## src/pkg/tlrc_pkg.sv

```systemverilog
// constants, field widths and enumerations of the three-loop clock router
// assumes one core clock of 100 MHz; the analog loops are modelled as tick streams
package tlrc_pkg;
  localparam int NUM_LOOPS = 3;
  localparam int NUM_OUTS = 3;
  localparam int PRE_W = 8;
  localparam int FB_W = 11;
  localparam int PD_W = 7;
  localparam int CAP_W = 6;
  localparam int DRV_W = 2;
  localparam int CREDIT_W = 16;
  localparam logic [CREDIT_W-1:0] CREDIT_LIMIT = 16'h8000;
  localparam logic [PRE_W-1:0] PRE_ZERO = 8'h00;
  localparam logic [PRE_W-1:0] PRE_ONE = 8'h01;
  localparam logic [PD_W-1:0] PD_ZERO = 7'h00;
  localparam logic [PD_W-1:0] PD_ONE = 7'h01;
  localparam logic [CAP_W-1:0] CAP_OFF = 6'h00;
  // load capacitance per code step and its range, in pF
  localparam real CAP_STEP_PF = 0.375;
  localparam real CAP_MIN_PF = 6.0;
  localparam real CAP_MAX_PF = 30.0;
  localparam real BYPASS_MAX_MHZ = 166.0;
  // core clock frequency in MHz, and loop lock time after power-up or wake, in ms
  localparam real CORE_CLK_MHZ = 100.0;
  localparam real LOCK_TIME_TYP_MS = 1.0;
  localparam real LOCK_TIME_MAX_MS = 3.0;
  localparam int LOCK_CYCLES_TYP = int'($floor(LOCK_TIME_TYP_MS * 1000.0 * CORE_CLK_MHZ));
  localparam int LOCK_CYCLES_MAX = int'($floor(LOCK_TIME_MAX_MS * 1000.0 * CORE_CLK_MHZ));

  typedef enum logic [1:0] {
    MFI_FREQ_SEL,
    MFI_SUSPEND,
    MFI_OUT_ENABLE,
    MFI_SHUTDOWN
  } tlrc_mfi_e;

  typedef enum logic [1:0] {
    SRC_REF,
    SRC_LOOP_ONE,
    SRC_LOOP_TWO,
    SRC_LOOP_THREE
  } tlrc_src_e;
endpackage : tlrc_pkg

```

## src/rtl/tlrc_post_div.sv

```systemverilog
// post divider: one output toggle per div_value source ticks (ticks are half periods)
// assumes tick is a one-cycle pulse on the core clock
module tlrc_post_div
  import tlrc_pkg::*;
(
  input wire logic clk,
  input wire logic rst,
  input wire logic ce,
  input wire logic clear,
  input wire logic tick,
  input wire logic [PD_W-1:0] div_value,
  output logic q
);
  logic [PD_W-1:0] count;
  logic [PD_W-1:0] active_div;
  logic [PD_W-1:0] next_div;
  wire logic [PD_W-1:0] eff_div = (div_value == PD_ZERO) ? PD_ONE : div_value;
  wire logic terminal = tick && (count >= active_div - PD_ONE);
  // new value only at the end of a whole period: no runt or short cycle
  assign next_div = (terminal && q) ? eff_div : active_div;

  always_ff @(posedge clk) begin
    if (rst || (ce && clear)) begin
      count <= PD_ZERO;
      q <= 1'b0;
      active_div <= PD_ONE;
    end else if (ce && clear == 1'b0) begin
      active_div <= (q == 1'b0 && count == PD_ZERO) ? eff_div : next_div;
      if (terminal) begin
        count <= PD_ZERO;
        q <= ~q;
      end else if (tick) begin
        count <= count + PD_ONE;
      end
    end
  end

  a_div_holds_mid: assert property (@(posedge clk) disable iff (rst)
    ce && !clear && (q || count != PD_ZERO) && !(terminal && q) |=> active_div == $past(active_div))
    else $error("post divider value changed mid period");
endmodule : tlrc_post_div

```

## src/rtl/tlrc_clock_ctrl.sv

```systemverilog
// three-loop clock generator control: loops, crosspoint, post dividers, multi-function pin
// assumes ref_in and freq_select are asynchronous pins; configuration ports are static
module tlrc_clock_ctrl
  import tlrc_pkg::*;
#(
  parameter int LOCK_CYCLES = LOCK_CYCLES_TYP
) (
  input wire logic CORE_CLK,
  input wire logic RST,
  input wire logic CE,
  input wire logic REF_IN,
  input wire logic FREQ_SELECT,
  input wire tlrc_mfi_e MFI_MODE,
  input wire logic SUSPEND_WITH_FS,
  input wire logic [PRE_W-1:0] LOOP_ONE_PRE_0,
  input wire logic [FB_W-1:0] LOOP_ONE_FB_0,
  input wire logic [PRE_W-1:0] LOOP_ONE_PRE_1,
  input wire logic [FB_W-1:0] LOOP_ONE_FB_1,
  input wire logic [PRE_W-1:0] LOOP_TWO_PRE,
  input wire logic [FB_W-1:0] LOOP_TWO_FB,
  input wire logic [PRE_W-1:0] LOOP_THREE_PRE,
  input wire logic [FB_W-1:0] LOOP_THREE_FB,
  input wire tlrc_src_e SRC_SEL_A,
  input wire tlrc_src_e SRC_SEL_B,
  input wire tlrc_src_e SRC_SEL_C,
  input wire logic [PD_W-1:0] DIV_A_0,
  input wire logic [PD_W-1:0] DIV_A_1,
  input wire logic [PD_W-1:0] DIV_B_0,
  input wire logic [PD_W-1:0] DIV_B_1,
  input wire logic [PD_W-1:0] DIV_C,
  input wire logic [NUM_OUTS-1:0] INVERT_PHASE,
  input wire logic [NUM_LOOPS-1:0] SUSPEND_LOOPS,
  input wire logic [NUM_OUTS-1:0] SUSPEND_OUTS,
  input wire logic [CAP_W-1:0] LOAD_CAP_CODE,
  input wire logic [DRV_W-1:0] OSC_DRIVE,
  input wire logic CAP_BYPASS,
  output logic CLK_OUT_A,
  output logic CLK_OUT_A_OE,
  output logic CLK_OUT_B,
  output logic CLK_OUT_B_OE,
  output logic CLK_OUT_C,
  output logic CLK_OUT_C_OE,
  output logic OSC_FEEDBACK_OUT,
  output logic OSC_FEEDBACK_OUT_OE,
  output logic OSC_ENABLE,
  output logic [CAP_W-1:0] LOAD_CAP_SEL,
  output logic [DRV_W-1:0] OSC_DRIVE_SEL,
  output logic [NUM_LOOPS-1:0] LOOP_LOCKED
);
  localparam int LOCK_W = $clog2(LOCK_CYCLES + 1);
  localparam logic [LOCK_W-1:0] LOCK_DONE = LOCK_W'(LOCK_CYCLES);
  localparam logic [LOCK_W-1:0] LOCK_ZERO = '0;
  localparam logic [LOCK_W-1:0] LOCK_STEP = LOCK_W'(1);
  localparam int LOCK_CHK_W = $clog2(LOCK_CYCLES_MAX + 2);
  localparam logic [LOCK_CHK_W-1:0] LOCK_CHK_MAX = LOCK_CHK_W'(LOCK_CYCLES_MAX);

  ////////////////////////////////////////////////////////////////////////////
  // pin synchronisers: the first stage feeds only the second
  logic ref_s1, ref_s2, ref_prev;
  logic fs_s1, fs_s2;

  always_ff @(posedge CORE_CLK) begin
    if (RST) begin
      ref_s1 <= 1'b0;
      ref_s2 <= 1'b0;
      ref_prev <= 1'b0;
      fs_s1 <= 1'b1;
      fs_s2 <= 1'b1;
    end else if (CE) begin
      ref_s1 <= REF_IN;
      ref_s2 <= ref_s1;
      ref_prev <= ref_s2;
      fs_s1 <= FREQ_SELECT;
      fs_s2 <= fs_s1;
    end
  end

  ////////////////////////////////////////////////////////////////////////////
  // multi-function pin decode
  wire logic pin_low = ~fs_s2;
  wire logic fs_mode = (MFI_MODE == MFI_FREQ_SEL);
  wire logic fs_high = fs_mode && fs_s2;
  wire logic shutdown = (MFI_MODE == MFI_SHUTDOWN) && pin_low;
  wire logic out_disable = (MFI_MODE == MFI_OUT_ENABLE) && pin_low;
  // suspend runs alone or alongside frequency select
  wire logic suspend = pin_low && ((MFI_MODE == MFI_SUSPEND) || (fs_mode && SUSPEND_WITH_FS));
  wire logic [NUM_LOOPS-1:0] loop_run = (shutdown || suspend) ?
    (shutdown ? '0 : ~SUSPEND_LOOPS) : '1;
  wire logic [NUM_OUTS-1:0] out_drive = (shutdown || out_disable) ? '0 :
    (suspend ? ~SUSPEND_OUTS : '1);
  wire logic ref_tick = (ref_s2 ^ ref_prev) && !shutdown;
  wire logic ref_rise = ref_s2 && !ref_prev && !shutdown;

  ////////////////////////////////////////////////////////////////////////////
  // loop models: credit of 2*feedback per reference period, one tick per prescaler
  logic [PRE_W-1:0] loop_pre [NUM_LOOPS];
  logic [FB_W-1:0] loop_fb [NUM_LOOPS];
  logic [NUM_LOOPS-1:0] loop_tick;
  logic [NUM_LOOPS-1:0] loop_src;

  assign loop_pre[0] = fs_high ? LOOP_ONE_PRE_1 : LOOP_ONE_PRE_0;
  assign loop_fb[0] = fs_high ? LOOP_ONE_FB_1 : LOOP_ONE_FB_0;
  assign loop_pre[1] = LOOP_TWO_PRE;
  assign loop_fb[1] = LOOP_TWO_FB;
  assign loop_pre[2] = LOOP_THREE_PRE;
  assign loop_fb[2] = LOOP_THREE_FB;

  for (genvar i = 0; i < NUM_LOOPS; i++) begin : g_loop
    logic [CREDIT_W-1:0] credit;
    logic [LOCK_W-1:0] lock_count;
    wire logic [CREDIT_W-1:0] pre_eff = CREDIT_W'((loop_pre[i] == PRE_ZERO) ? PRE_ONE : loop_pre[i]);
    wire logic [CREDIT_W-1:0] add = (ref_rise && credit < CREDIT_LIMIT) ?
      CREDIT_W'({loop_fb[i], 1'b0}) : '0;
    wire logic take = (credit >= pre_eff);
    wire logic [CREDIT_W-1:0] next_credit = credit + add - (take ? pre_eff : '0);
    wire logic [LOCK_W-1:0] next_lock = (lock_count == LOCK_DONE) ? lock_count : lock_count + LOCK_STEP;

    assign loop_tick[i] = take && loop_run[i];
    // ticks reach the crosspoint only once the loop has locked
    assign loop_src[i] = loop_tick[i] && (lock_count == LOCK_DONE);
    assign LOOP_LOCKED[i] = (lock_count == LOCK_DONE);

    always_ff @(posedge CORE_CLK) begin
      if (RST) begin
        credit <= '0;
        lock_count <= LOCK_ZERO;
      end else if (CE) begin
        credit <= loop_run[i] ? next_credit : '0;
        lock_count <= loop_run[i] ? next_lock : LOCK_ZERO;
      end
    end
  end

  ////////////////////////////////////////////////////////////////////////////
  // crosspoint and post dividers
  wire logic [3:0] src_tick = {loop_src, ref_tick};
  wire logic [NUM_OUTS-1:0] out_tick = {src_tick[SRC_SEL_C], src_tick[SRC_SEL_B], src_tick[SRC_SEL_A]};
  logic [PD_W-1:0] div_sel [NUM_OUTS];
  logic [NUM_OUTS-1:0] div_q;
  logic [NUM_OUTS-1:0] clk_q;
  logic [NUM_OUTS-1:0] oe_q;

  assign div_sel[0] = fs_high ? DIV_A_1 : DIV_A_0;
  assign div_sel[1] = fs_high ? DIV_B_1 : DIV_B_0;
  assign div_sel[2] = DIV_C;

  for (genvar o = 0; o < NUM_OUTS; o++) begin : g_out
    tlrc_post_div u_div (
      .clk(CORE_CLK),
      .rst(RST),
      .ce(CE),
      .clear(shutdown),
      .tick(out_tick[o]),
      .div_value(div_sel[o]),
      .q(div_q[o])
    );
  end

  always_ff @(posedge CORE_CLK) begin
    if (RST) begin
      clk_q <= '0;
      oe_q <= '0;
    end else if (CE) begin
      clk_q <= div_q ^ INVERT_PHASE;
      oe_q <= out_drive;
    end
  end

  assign CLK_OUT_A = clk_q[0];
  assign CLK_OUT_B = clk_q[1];
  assign CLK_OUT_C = clk_q[2];
  assign CLK_OUT_A_OE = oe_q[0];
  assign CLK_OUT_B_OE = oe_q[1];
  assign CLK_OUT_C_OE = oe_q[2];

  ////////////////////////////////////////////////////////////////////////////
  // crystal oscillator controls
  logic osc_on;
  logic fb_q;
  logic [CAP_W-1:0] cap_q;
  logic [DRV_W-1:0] drv_q;

  always_ff @(posedge CORE_CLK) begin
    if (RST) begin
      osc_on <= 1'b0;
      fb_q <= 1'b0;
      cap_q <= CAP_OFF;
      drv_q <= '0;
    end else if (CE) begin
      osc_on <= !shutdown;
      fb_q <= ~ref_s2;
      cap_q <= CAP_BYPASS ? CAP_OFF : LOAD_CAP_CODE;
      drv_q <= OSC_DRIVE;
    end
  end

  // with a driven reference the feedback pin floats
  assign OSC_FEEDBACK_OUT = fb_q;
  assign OSC_FEEDBACK_OUT_OE = osc_on && !CAP_BYPASS;
  assign OSC_ENABLE = osc_on;
  assign LOAD_CAP_SEL = cap_q;
  assign OSC_DRIVE_SEL = drv_q;

  ////////////////////////////////////////////////////////////////////////////
  // checks
  logic [LOCK_CHK_W-1:0] wait_lock;

  always_ff @(posedge CORE_CLK) begin
    if (RST || !loop_run[0] || LOOP_LOCKED[0]) begin
      wait_lock <= '0;
    end else if (CE) begin
      wait_lock <= wait_lock + LOCK_CHK_W'(1);
    end
  end

  a_shutdown_tristate: assert property (@(posedge CORE_CLK) disable iff (RST)
    CE && shutdown |=> !CLK_OUT_A_OE && !CLK_OUT_B_OE && !CLK_OUT_C_OE && !OSC_ENABLE)
    else $error("outputs or oscillator active in shutdown");

  a_oe_low_tristate: assert property (@(posedge CORE_CLK) disable iff (RST)
    CE && out_disable |=> oe_q == '0)
    else $error("output driven while output enable low");

  a_oe_high_drives: assert property (@(posedge CORE_CLK) disable iff (RST)
    CE && MFI_MODE == MFI_OUT_ENABLE && fs_s2 |=> oe_q == '1)
    else $error("output not driven while output enable high");

  a_shutdown_stops_loops: assert property (@(posedge CORE_CLK) disable iff (RST)
    CE && shutdown ##1 CE && shutdown |-> loop_tick == '0 && LOOP_LOCKED == '0)
    else $error("loop running during shutdown");

  a_relock_gates_src: assert property (@(posedge CORE_CLK) disable iff (RST)
    !LOOP_LOCKED[0] |-> !src_tick[1])
    else $error("unlocked loop reached crosspoint");

  a_lock_within_max: assert property (@(posedge CORE_CLK) disable iff (RST)
    wait_lock <= LOCK_CHK_MAX)
    else $error("loop one lock took longer than maximum");

  a_suspend_out_off: assert property (@(posedge CORE_CLK) disable iff (RST)
    CE && suspend && !shutdown |=> (oe_q & $past(SUSPEND_OUTS)) == '0)
    else $error("suspended output still driven");

  a_suspend_loop_idle: assert property (@(posedge CORE_CLK) disable iff (RST)
    CE && suspend && SUSPEND_LOOPS[1] ##1 CE && suspend && SUSPEND_LOOPS[1] |-> !loop_tick[1] && !LOOP_LOCKED[1])
    else $error("suspended loop two still running");

  a_bypass_no_feedback: assert property (@(posedge CORE_CLK) disable iff (RST)
    CE && CAP_BYPASS ##1 CAP_BYPASS |-> !OSC_FEEDBACK_OUT_OE && LOAD_CAP_SEL == CAP_OFF)
    else $error("load caps or feedback active in bypass");

  a_loop_tick_cause: assert property (@(posedge CORE_CLK) disable iff (RST)
    loop_tick[2] |-> loop_run[2] && g_loop[2].credit >= g_loop[2].pre_eff)
    else $error("loop three ticked without credit");

  a_shutdown_div_clear: assert property (@(posedge CORE_CLK) disable iff (RST)
    CE && shutdown |=> div_q == '0)
    else $error("post divider running in shutdown");

  a_shutdown_ref_idle: assert property (@(posedge CORE_CLK) disable iff (RST)
    shutdown |-> !ref_tick && !ref_rise)
    else $error("reference ticks during shutdown");

  a_unlocked_out_still: assert property (@(posedge CORE_CLK) disable iff (RST)
    CE && !shutdown && !LOOP_LOCKED[0] && SRC_SEL_A == SRC_LOOP_ONE |=> $stable(div_q[0]))
    else $error("output A moved before loop one locked");

  a_cap_follows_code: assert property (@(posedge CORE_CLK) disable iff (RST)
    CE && !CAP_BYPASS |=> LOAD_CAP_SEL == $past(LOAD_CAP_CODE))
    else $error("load capacitance code not applied");

  a_drive_follows_cfg: assert property (@(posedge CORE_CLK) disable iff (RST)
    CE |=> OSC_DRIVE_SEL == $past(OSC_DRIVE))
    else $error("oscillator drive setting not applied");

  a_fs_loop_one_set: assert property (@(posedge CORE_CLK) disable iff (RST)
    fs_high |-> loop_pre[0] == LOOP_ONE_PRE_1 && loop_fb[0] == LOOP_ONE_FB_1)
    else $error("loop one ignores frequency select");

  a_fs_mode_only: assert property (@(posedge CORE_CLK) disable iff (RST)
    !fs_mode |-> loop_pre[0] == LOOP_ONE_PRE_0 && div_sel[0] == DIV_A_0 && div_sel[1] == DIV_B_0)
    else $error("frequency select acting outside its mode");

  a_div_ab_select: assert property (@(posedge CORE_CLK) disable iff (RST)
    fs_high |-> div_sel[0] == DIV_A_1 && div_sel[1] == DIV_B_1)
    else $error("outputs A or B ignore frequency select");

  a_div_c_fixed: assert property (@(posedge CORE_CLK) disable iff (RST)
    div_sel[2] == DIV_C)
    else $error("output C divider follows frequency select");

  a_route_c: assert property (@(posedge CORE_CLK) disable iff (RST)
    out_tick[2] == src_tick[SRC_SEL_C])
    else $error("output C routed from wrong source");

  a_invert_phase: assert property (@(posedge CORE_CLK) disable iff (RST)
    CE |=> clk_q == ($past(div_q) ^ $past(INVERT_PHASE)))
    else $error("output phase not as configured");

  a_fs_with_suspend: assert property (@(posedge CORE_CLK) disable iff (RST)
    CE && fs_mode && SUSPEND_WITH_FS && pin_low |=> (oe_q & $past(SUSPEND_OUTS)) == '0)
    else $error("suspend not applied with frequency select");

  a_suspend_high_drives: assert property (@(posedge CORE_CLK) disable iff (RST)
    CE && MFI_MODE == MFI_SUSPEND && fs_s2 |=> oe_q == '1)
    else $error("output off while suspend pin high");

  // loops two and three get the same lock deadline as loop one
  for (genvar k = 1; k < NUM_LOOPS; k++) begin : g_lock_chk
    logic [LOCK_CHK_W-1:0] waited;

    always_ff @(posedge CORE_CLK) begin
      if (RST || !loop_run[k] || LOOP_LOCKED[k]) begin
        waited <= '0;
      end else if (CE) begin
        waited <= waited + LOCK_CHK_W'(1);
      end
    end

    a_lock_max_each: assert property (@(posedge CORE_CLK) disable iff (RST)
      waited <= LOCK_CHK_MAX)
      else $error("loop lock took longer than maximum");
  end
endmodule : tlrc_clock_ctrl

```

## config.mk

```make
export PLATFORM = sky130hd
export DESIGN_NAME = tlrc_clock_ctrl
export DESIGN_NICKNAME = d
export VERILOG_FILES = /design/src/pkg/tlrc_pkg.sv /design/src/rtl/tlrc_post_div.sv /design/src/rtl/tlrc_clock_ctrl.sv
export SDC_FILE = /design/constraint.sdc
export NUM_CORES = 1
export LEC_CHECK = 0
export ABC_CLOCK_PERIOD_IN_PS = 7200
export BUFFER_PORTS_ARGS = -buffer_cell sky130_fd_sc_hd__buf_2
export CORE_AREA = 2 2 148 150
export CTS_BUF_LIST = sky130_fd_sc_hd__clkbuf_8 sky130_fd_sc_hd__clkbuf_16
export DETAILED_ROUTE_END_ITERATION = 7
export DIE_AREA = 0 0 150 152
export HOLD_SLACK_MARGIN = 0.02
export PLACE_DENSITY = 0.84
export SLEW_MARGIN = 20
export SYNTH_ARGS = -nofsm -noshare
export SYNTH_HDL_FRONTEND = slang
export SYNTH_SLANG_ARGS = --single-unit
```

## constraint.sdc

```tcl
create_clock -name CORE_CLK -period 7.2 [get_ports CORE_CLK]
set_clock_uncertainty 0.2 [all_clocks]
set_input_delay 0.72 -clock CORE_CLK [delete_from_list [all_inputs] [get_ports CORE_CLK]]
set_output_delay 0.72 -clock CORE_CLK [all_outputs]
set_load 0.01 [all_outputs]
```

==> impl_metrics.csv, run 1 <==
group,metric,value,unit
critical_path,crit_end,"g_loop[0].credit[15]",
critical_path,slowest_delay,440,ps
floorplan,io_pins,163,
detailed_routing,totalWireLength,30960,um
detailed_routing,route.vias.total,11470,
grt,grt_max_degree,56,
cts,cts_tree,"yes",
timing,finalCriticalPeriod,6349,ps
finish,fillCellCount,1831,
critical_path,worstReg2RegEnd,"g_loop[0].credit[15]",
critical_path,cp-startpoint,"fs_s2",
grt,grt_pass1_wl,51540,um
finish,synthToLayoutAreaGrowth,13.73,%
critical_path,path_class,"reg -> reg",
critical_path,rr_startpoint,"fs_s2",
yosys,yosysWarningCount,0,
finish,final_nets,1982,
cts,numCtsBuffers,17,
finish,drive_gt1_share,14.90,%
finish,layout_commonest_cell,"inv_1",
cts,holdBufCountCts,0,
timing,max_slew_margin,30.76,%
critical_path,cp.depth,24,
place,place.gp.congestion,0.8780,
yosys,ys_ff_latch,165,
timing,clock.fmax,0.1575,GHz
place,placed_area,13390,um2
timing,slew_violations,0,
detailed_routing,drt_first_pass_iters,5,
cts,cts.sinks,165,
grt,grt_overflow_total,0,
critical_path,ff2ff_setup_slack,850,ps
critical_path,cp_slowest_cell,"nor3_4",
yosys,avgSynthCellArea,8.016,um2
cts,clk_latency,440,ps
finish,final_cell_area,14000,um2
detailed_routing,viasPerCell,5.787,
yosys,synth_edf_count,0,
place,dpl.hpwl,23270,um
power,irDropWorstVdd,264.3,uV
power,leakage,6.187,nW
status,outcome,"finished, final reports clean",
floorplan,die_h,152,um
yosys,synth-async-reset-ratio,0,%
timing,hold_violations,0,
critical_path,worstPathCellList,"inv_1, nor3_4, buf_4, mux2i_1, nand4_1, o21ai_0, ha_1, nor3b_1, o21ai_0, a211oi_1, buf_4, nand2b_1, or2_2, fa_1, ha_1, inv_1, fa_1, nor2b_1, o31a_1, o211ai_1, a21boi_0, o41a_1, or4_1, nand3_1",
critical_path,worst_setup_path_end_kind,"flop",
floorplan,start_util,57.67,%
finish,final_cell_mix,"inv_1, dfxtp_1, buf_2",
yosys,synth_cell_types,80,
critical_path,reg2reg_depth,24,
cts,root_buffer,"clkbuf_16",
timing,tightest_slew,1039,ps
floorplan,rows,54,
yosys,synthesis.area,12310,um2
yosys,synthCells,1536,
critical_path,critical_path_arrival,6530,ps
detailed_routing,wl_per_cell,15.62,um
detailed_routing,drc,0,
critical_path,crit_required,7380,ps
critical_path,worst_setup_path_start_kind,"flop",
grt,grt_usage,27.19,%
critical_path,cp_num_buf_inv,4,
timing,final.setup.tns,0,ps
cts,cts.path.max_buffers,2,
critical_path,cp_top_family,"simple AND/OR/NAND/NOR gates",
floorplan,die_x,150,um
flow_run,cap_viol_max_count,0,
floorplan,dieArea,22800,um2
floorplan,core-area,21350,um2
detailed_routing,ant_nets,0,
yosys,syn_nets,1833,
yosys,synth_ff_type,"dfxtp_1",
timing,finalSetupViolations,0,
timing,period_share,88.18,%
yosys,ys_seq_area_share,26.83,%
power,pwr_density_cell,375.1,nW/um2
grt,antenna_found_initial,3,
place,io_buffer_count,162,
cts,post_cts_buffers,0,
critical_path,cp_max_fo,23,
grt,first_global_vias,11410,
cts,cts.clk_slew.worst_paths,70,ps
detailed_routing,drtIter0Drc,690,
hold_path,hp-class,"reg -> reg",
cts,htree_levels,4,
timing,rsz0062_at_grt,"no",
cts,postCtsResizedCells,0,
==> logic make-up after synthesis <==
kind of cell | after synthesis | synth area share [%]
flops | 165 | 26.83
compound gates | 293 | 15.66
xor+xnor | 75 | 5.335
mux | 63 | 5.335
fa+ha+maj | 154 | 17.11
simple gates | 564 | 22.77
buf+inv | 222 | 6.960
==> worst register-to-register path, cell delays in order (launching register included) <==
cell and delay, ps:
dfxtp_1 380, inv_1 140, nor3_4 440, buf_4 400
mux2i_1 360, nand4_1 140, o21ai_0 260, ha_1 280
nor3b_1 160, o21ai_0 110, a211oi_1 240, buf_4 190
nand2b_1 270, or2_2 180, fa_1 410, ha_1 250
inv_1 80, fa_1 180, nor2b_1 70, o31a_1 290
o211ai_1 210, a21boi_0 170, o41a_1 380, or4_1 400
nand3_1 90
==> flip-flops by register name, summed over array words and instances, names as in the netlist <==
register                cells
g_out.u_div.active_div     21
clk_q                       3
g_out.u_div.q               3
ref_s2                      1
oe_q                        3
fs_s1                       1
OSC_ENABLE                  1
fs_s2                       1
g_loop.lock_count          51
OSC_FEEDBACK_OUT            1
LOAD_CAP_SEL                6
OSC_DRIVE_SEL               2
ref_prev                    1
ref_s1                      1
g_out.u_div.count          21
g_loop.credit              48
==> cells in the mapped netlist, types with 22 or more instances <==
cell type	n	area share, %
ha_1	130	13
nor2_1	160	4.9
nand3_1	41	1.7
a22oi_1	22	1.3
clkbuf_1	29	0.88
xnor2_1	43	3.1
nand2_1	138	4.2
fa_1	24	3.9
a21oi_1	90	3.7
inv_1	178	5.4
dfxtp_1	165	27
or3_1	31	1.6
xor2_1	32	2.3
o21ai_0	61	2.5
nor3_1	51	2.1
mux2i_1	42	3.4
==> how the worst min path moves through the flow <==
| stage | slack (ps) | cells past startpoint | start | endpoint |
|---|---|---|---|---|
| 2_1_floorplan | 230 | 2 | g_loop[0].credit[14] | g_loop[0].credit[14] |
| 3_3_place_gp | 240 | 2 | g_loop[0].credit[14] | g_loop[0].credit[14] |
| 3_5_place_dp | 260 | 2 | g_loop[0].credit[14] | g_loop[0].credit[14] |
| 4_1_cts | 270 | 2 | g_loop[0].credit[0] | g_loop[0].credit[0] |
| 5_1_grt | 300 | 2 | g_loop[2].credit[0] | g_loop[2].credit[0] |
| 6_report | 270 | 2 | g_loop[0].credit[0] | g_loop[0].credit[0] |
==> routing by layer <==
layer / vias up / wire [um] / GRT usage [%]
met1: 5418 / 13120 / 33.77
met3: 54 / 1849 / 4.565
met2: 343 / 15310 / 47.01
li1: 5655 / - / -
met4: 0 / 684 / 10.02
met5: - / 0 / 0
==> through the flow <==
step / util [%] / hold WS, ps / setup WS, ps / power, mW / cells
5_1_grt: 65.58 / 296.5 / 416.1 / 5.731 / 1981
3_5_place_dp: 62.69 / 258.1 / 605.3 / 4.291 / 1946
2_1_floorplan: - / 225.0 / 1027 / 3.619 / 1536
6_report: 65.59 / 268.0 / 851.3 / 5.252 / 1982
4_1_cts: 65.50 / 268.3 / 968.7 / 5.233 / 1978
3_3_place_gp: 62.68 / 239.5 / 739.5 / 4.144 / 1946
==> cell type report <==
| cell class | count | area, um2 | share of cell area [%] |
|---|---|---|---|
| Multi-Input combinational cell | 1149 | 8175 | 58.38 |
| Sequential cell | 165 | 3303 | 23.59 |
| Timing Repair Buffer | 173 | 893.4 | 6.380 |
| Inverter | 179 | 671.9 | 4.798 |
| Clock buffer | 19 | 452.9 | 3.234 |
| Tap cell | 280 | 350.3 | 2.502 |
| Clock inverter | 13 | 146.4 | 1.045 |
| Antenna cell | 4 | 10.01 | 0.07148 |
==> report_power, final <==
group	switching, mW	total (mW)	leakage, nW	internal [mW]
logic	1.75	3.14	4.54	1.39
registers	0.121	1.17	1.35	1.05
clock network	0.404	0.938	0.296	0.534
Note: power is estimated with default switching activity, not from simulation.
==> run 2: changes to the inputs <==
CORE_AREA = 2 2 176 126   (was 2 2 148 150)
DIE_AREA = 0 0 178 128   (was 0 0 150 152)
PLACE_DENSITY = 0.85   (was 0.84)
SETUP_SLACK_MARGIN = 0.05   (was unset)
==> impl_metrics.csv, run 2 (synthesis gave the netlist of run 1 again) <==
group,metric,value,unit
floorplan,core-area,21230,um2
critical_path,worst_setup_path_start_kind,"flop",
grt,grt_usage,27.87,%
critical_path,cp_slowest_cell,"nor3_4",
critical_path,crit_required,7380,ps
finish,drive_gt1_share,14.89,%
cts,cts.clk_slew.worst_paths,70,ps
finish,instances_no_fill,1982,
grt,grt_pass1_wl,51270,um
timing,slew_violations,0,
cts,cts.sinks,165,
floorplan,die_h,128,um
cts,postCtsResizedCells,0,
power,total_power,5.230,mW
cts,cts.path.max_buffers,2,
finish,final_nets,1983,
floorplan,io_pins,163,
timing,whs,260.2,ps
finish,largest_register_ffs,51,
place,dpl.hpwl,23570,um
grt,first_global_vias,10730,
cts,clk_latency,440,ps
critical_path,critical_path_arrival,6290,ps
status,outcome,"finished, final reports clean",
cts,numCtsBuffers,17,
critical_path,worstPathCellList,"inv_1, nor3_4, mux2i_1, nand4_1, o21ai_0, ha_1, nor3b_1, o21ai_0, a211oi_1, buf_4, nand2b_1, or2_2, fa_1, ha_1, inv_1, fa_1, nor2b_1, o31a_1, o211ai_1, a21boi_0, o41a_1, or4_1, nand3_1",
hold_path,min-delay-start,"g_loop[0].credit[14]",
power,pwr_density_cell,374.4,nW/um2
critical_path,cp_num_buf_inv,3,
timing,clock.fmax,0.1637,GHz
finish,top_regs,"g_loop.lock_count x51, g_loop.credit x48",
finish,regMostFlops,"g_loop.lock_count",
grt,grt_max_degree,56,
cts,post_cts_buffers,0,
timing,finalSetupViolations,0,
critical_path,cp-startpoint,"fs_s2",
critical_path,slowest_delay,480,ps
detailed_routing,drtIter0Drc,899,
timing,period_share,84.82,%
finish,final_cell_mix,"inv_1, dfxtp_1, buf_2",
cts,root_buffer,"clkbuf_16",
place,dp_cells,1949,
finish,synthToLayoutAreaGrowth,13.44,%
timing,finalCriticalPeriod,6107,ps
detailed_routing,route.vias.total,11290,
critical_path,cp_max_fo,9,
timing,rsz0062_at_grt,"no",
cts,holdBufCountCts,0,
floorplan,rows,45,
detailed_routing,totalWireLength,31150,um
hold_path,hp-class,"reg -> reg",
power,irDropWorstVdd,264.9,uV
floorplan,die_x,178,um
critical_path,rr_startpoint,"fs_s2",
detailed_routing,wl_per_cell,15.72,um
timing,worst_slack,1093,ps
place,io_buffer_count,162,
timing,tightest_slew,1041,ps
detailed_routing,drt_first_pass_iters,7,
critical_path,worst_setup_path_end_kind,"flop",
timing,max_slew_margin,30.63,%
detailed_routing,viasPerCell,5.694,
cts,cts_tree,"yes",
floorplan,dieArea,22780,um2
cts,htree_levels,4,
timing,hold_violations,0,
place,place.gp.congestion,0.9165,
detailed_routing,drc,0,
critical_path,path_class,"reg -> reg",
timing,final.setup.tns,0,ps
grt,antenna_found_initial,2,
place,post-place-ws,811.4,ps
grt,grt_overflow_total,0,
critical_path,cp_top_family,"simple AND/OR/NAND/NOR gates",
finish,layout_commonest_cell,"inv_1",
flow_run,cap_viol_max_count,0,
detailed_routing,ant_nets,0,
floorplan,start_util,58.01,%
power,leakage,6.162,nW
## run 2: cell types whose count changed in the layout (fill, tap and decap cells not counted), moves of 3 or more
cell        change
clkinv_4        -4
inv_6           +4
clkinvlp_4      +3
inv_8           +3
diode_2         -3
## run 2: layer usage
metal	GRT usage (%)	vias to the layer above	share of wire [%]
met5	0	-	0
met4	8.293	0	1.6
met3	4.597	43	6.1
met2	45.55	394	46
met1	37.90	5193	46
li1	-	5655	-
## run 2: path summary, 6_finish.rpt
kind                            slack, ps                    to  cells past startpoint
worst max-delay path                 1090  g_loop[0].credit[15]                     23
worst min-delay path                  260  g_loop[0].credit[14]                      2
worst max register to register       1090  g_loop[0].credit[15]                     23
worst min register to register        260  g_loop[0].credit[14]                      2
## run 2: cell type report
cell class	instances	area [um2]
Clock buffer	17	425.4
Clock inverter	15	133.9
Tap cell	282	352.8
Timing Repair Buffer	174	900.9
Fill cell	1772	7258
Antenna cell	1	2.502
Inverter	179	671.9
Sequential cell	165	3303
Multi-Input combinational cell	1149	8178
## run 2: power breakdown
| group | internal (mW) | total (mW) | leakage [nW] | switching (mW) |
|---|---|---|---|---|
| Combinational | 1.39 | 3.17 | 4.55 | 1.78 |
| Clock | 0.457 | 0.888 | 0.264 | 0.432 |
| Sequential | 1.05 | 1.17 | 1.35 | 0.120 |
## run 2: metrics by stage
stage          util (%)  instance area [um2]
2_1_floorplan         -                12310
3_3_place_gp      63.09                13390
3_5_place_dp      63.09                13390
4_1_cts           65.72                13950
5_1_grt           65.81                13970
6_report          65.81                13970
## run 2: tightest hold or removal path, stage by stage, from the launching register on
cell and delay [ps]:
dfxtp_1 330, nand2_1 40, o21ai_0 50
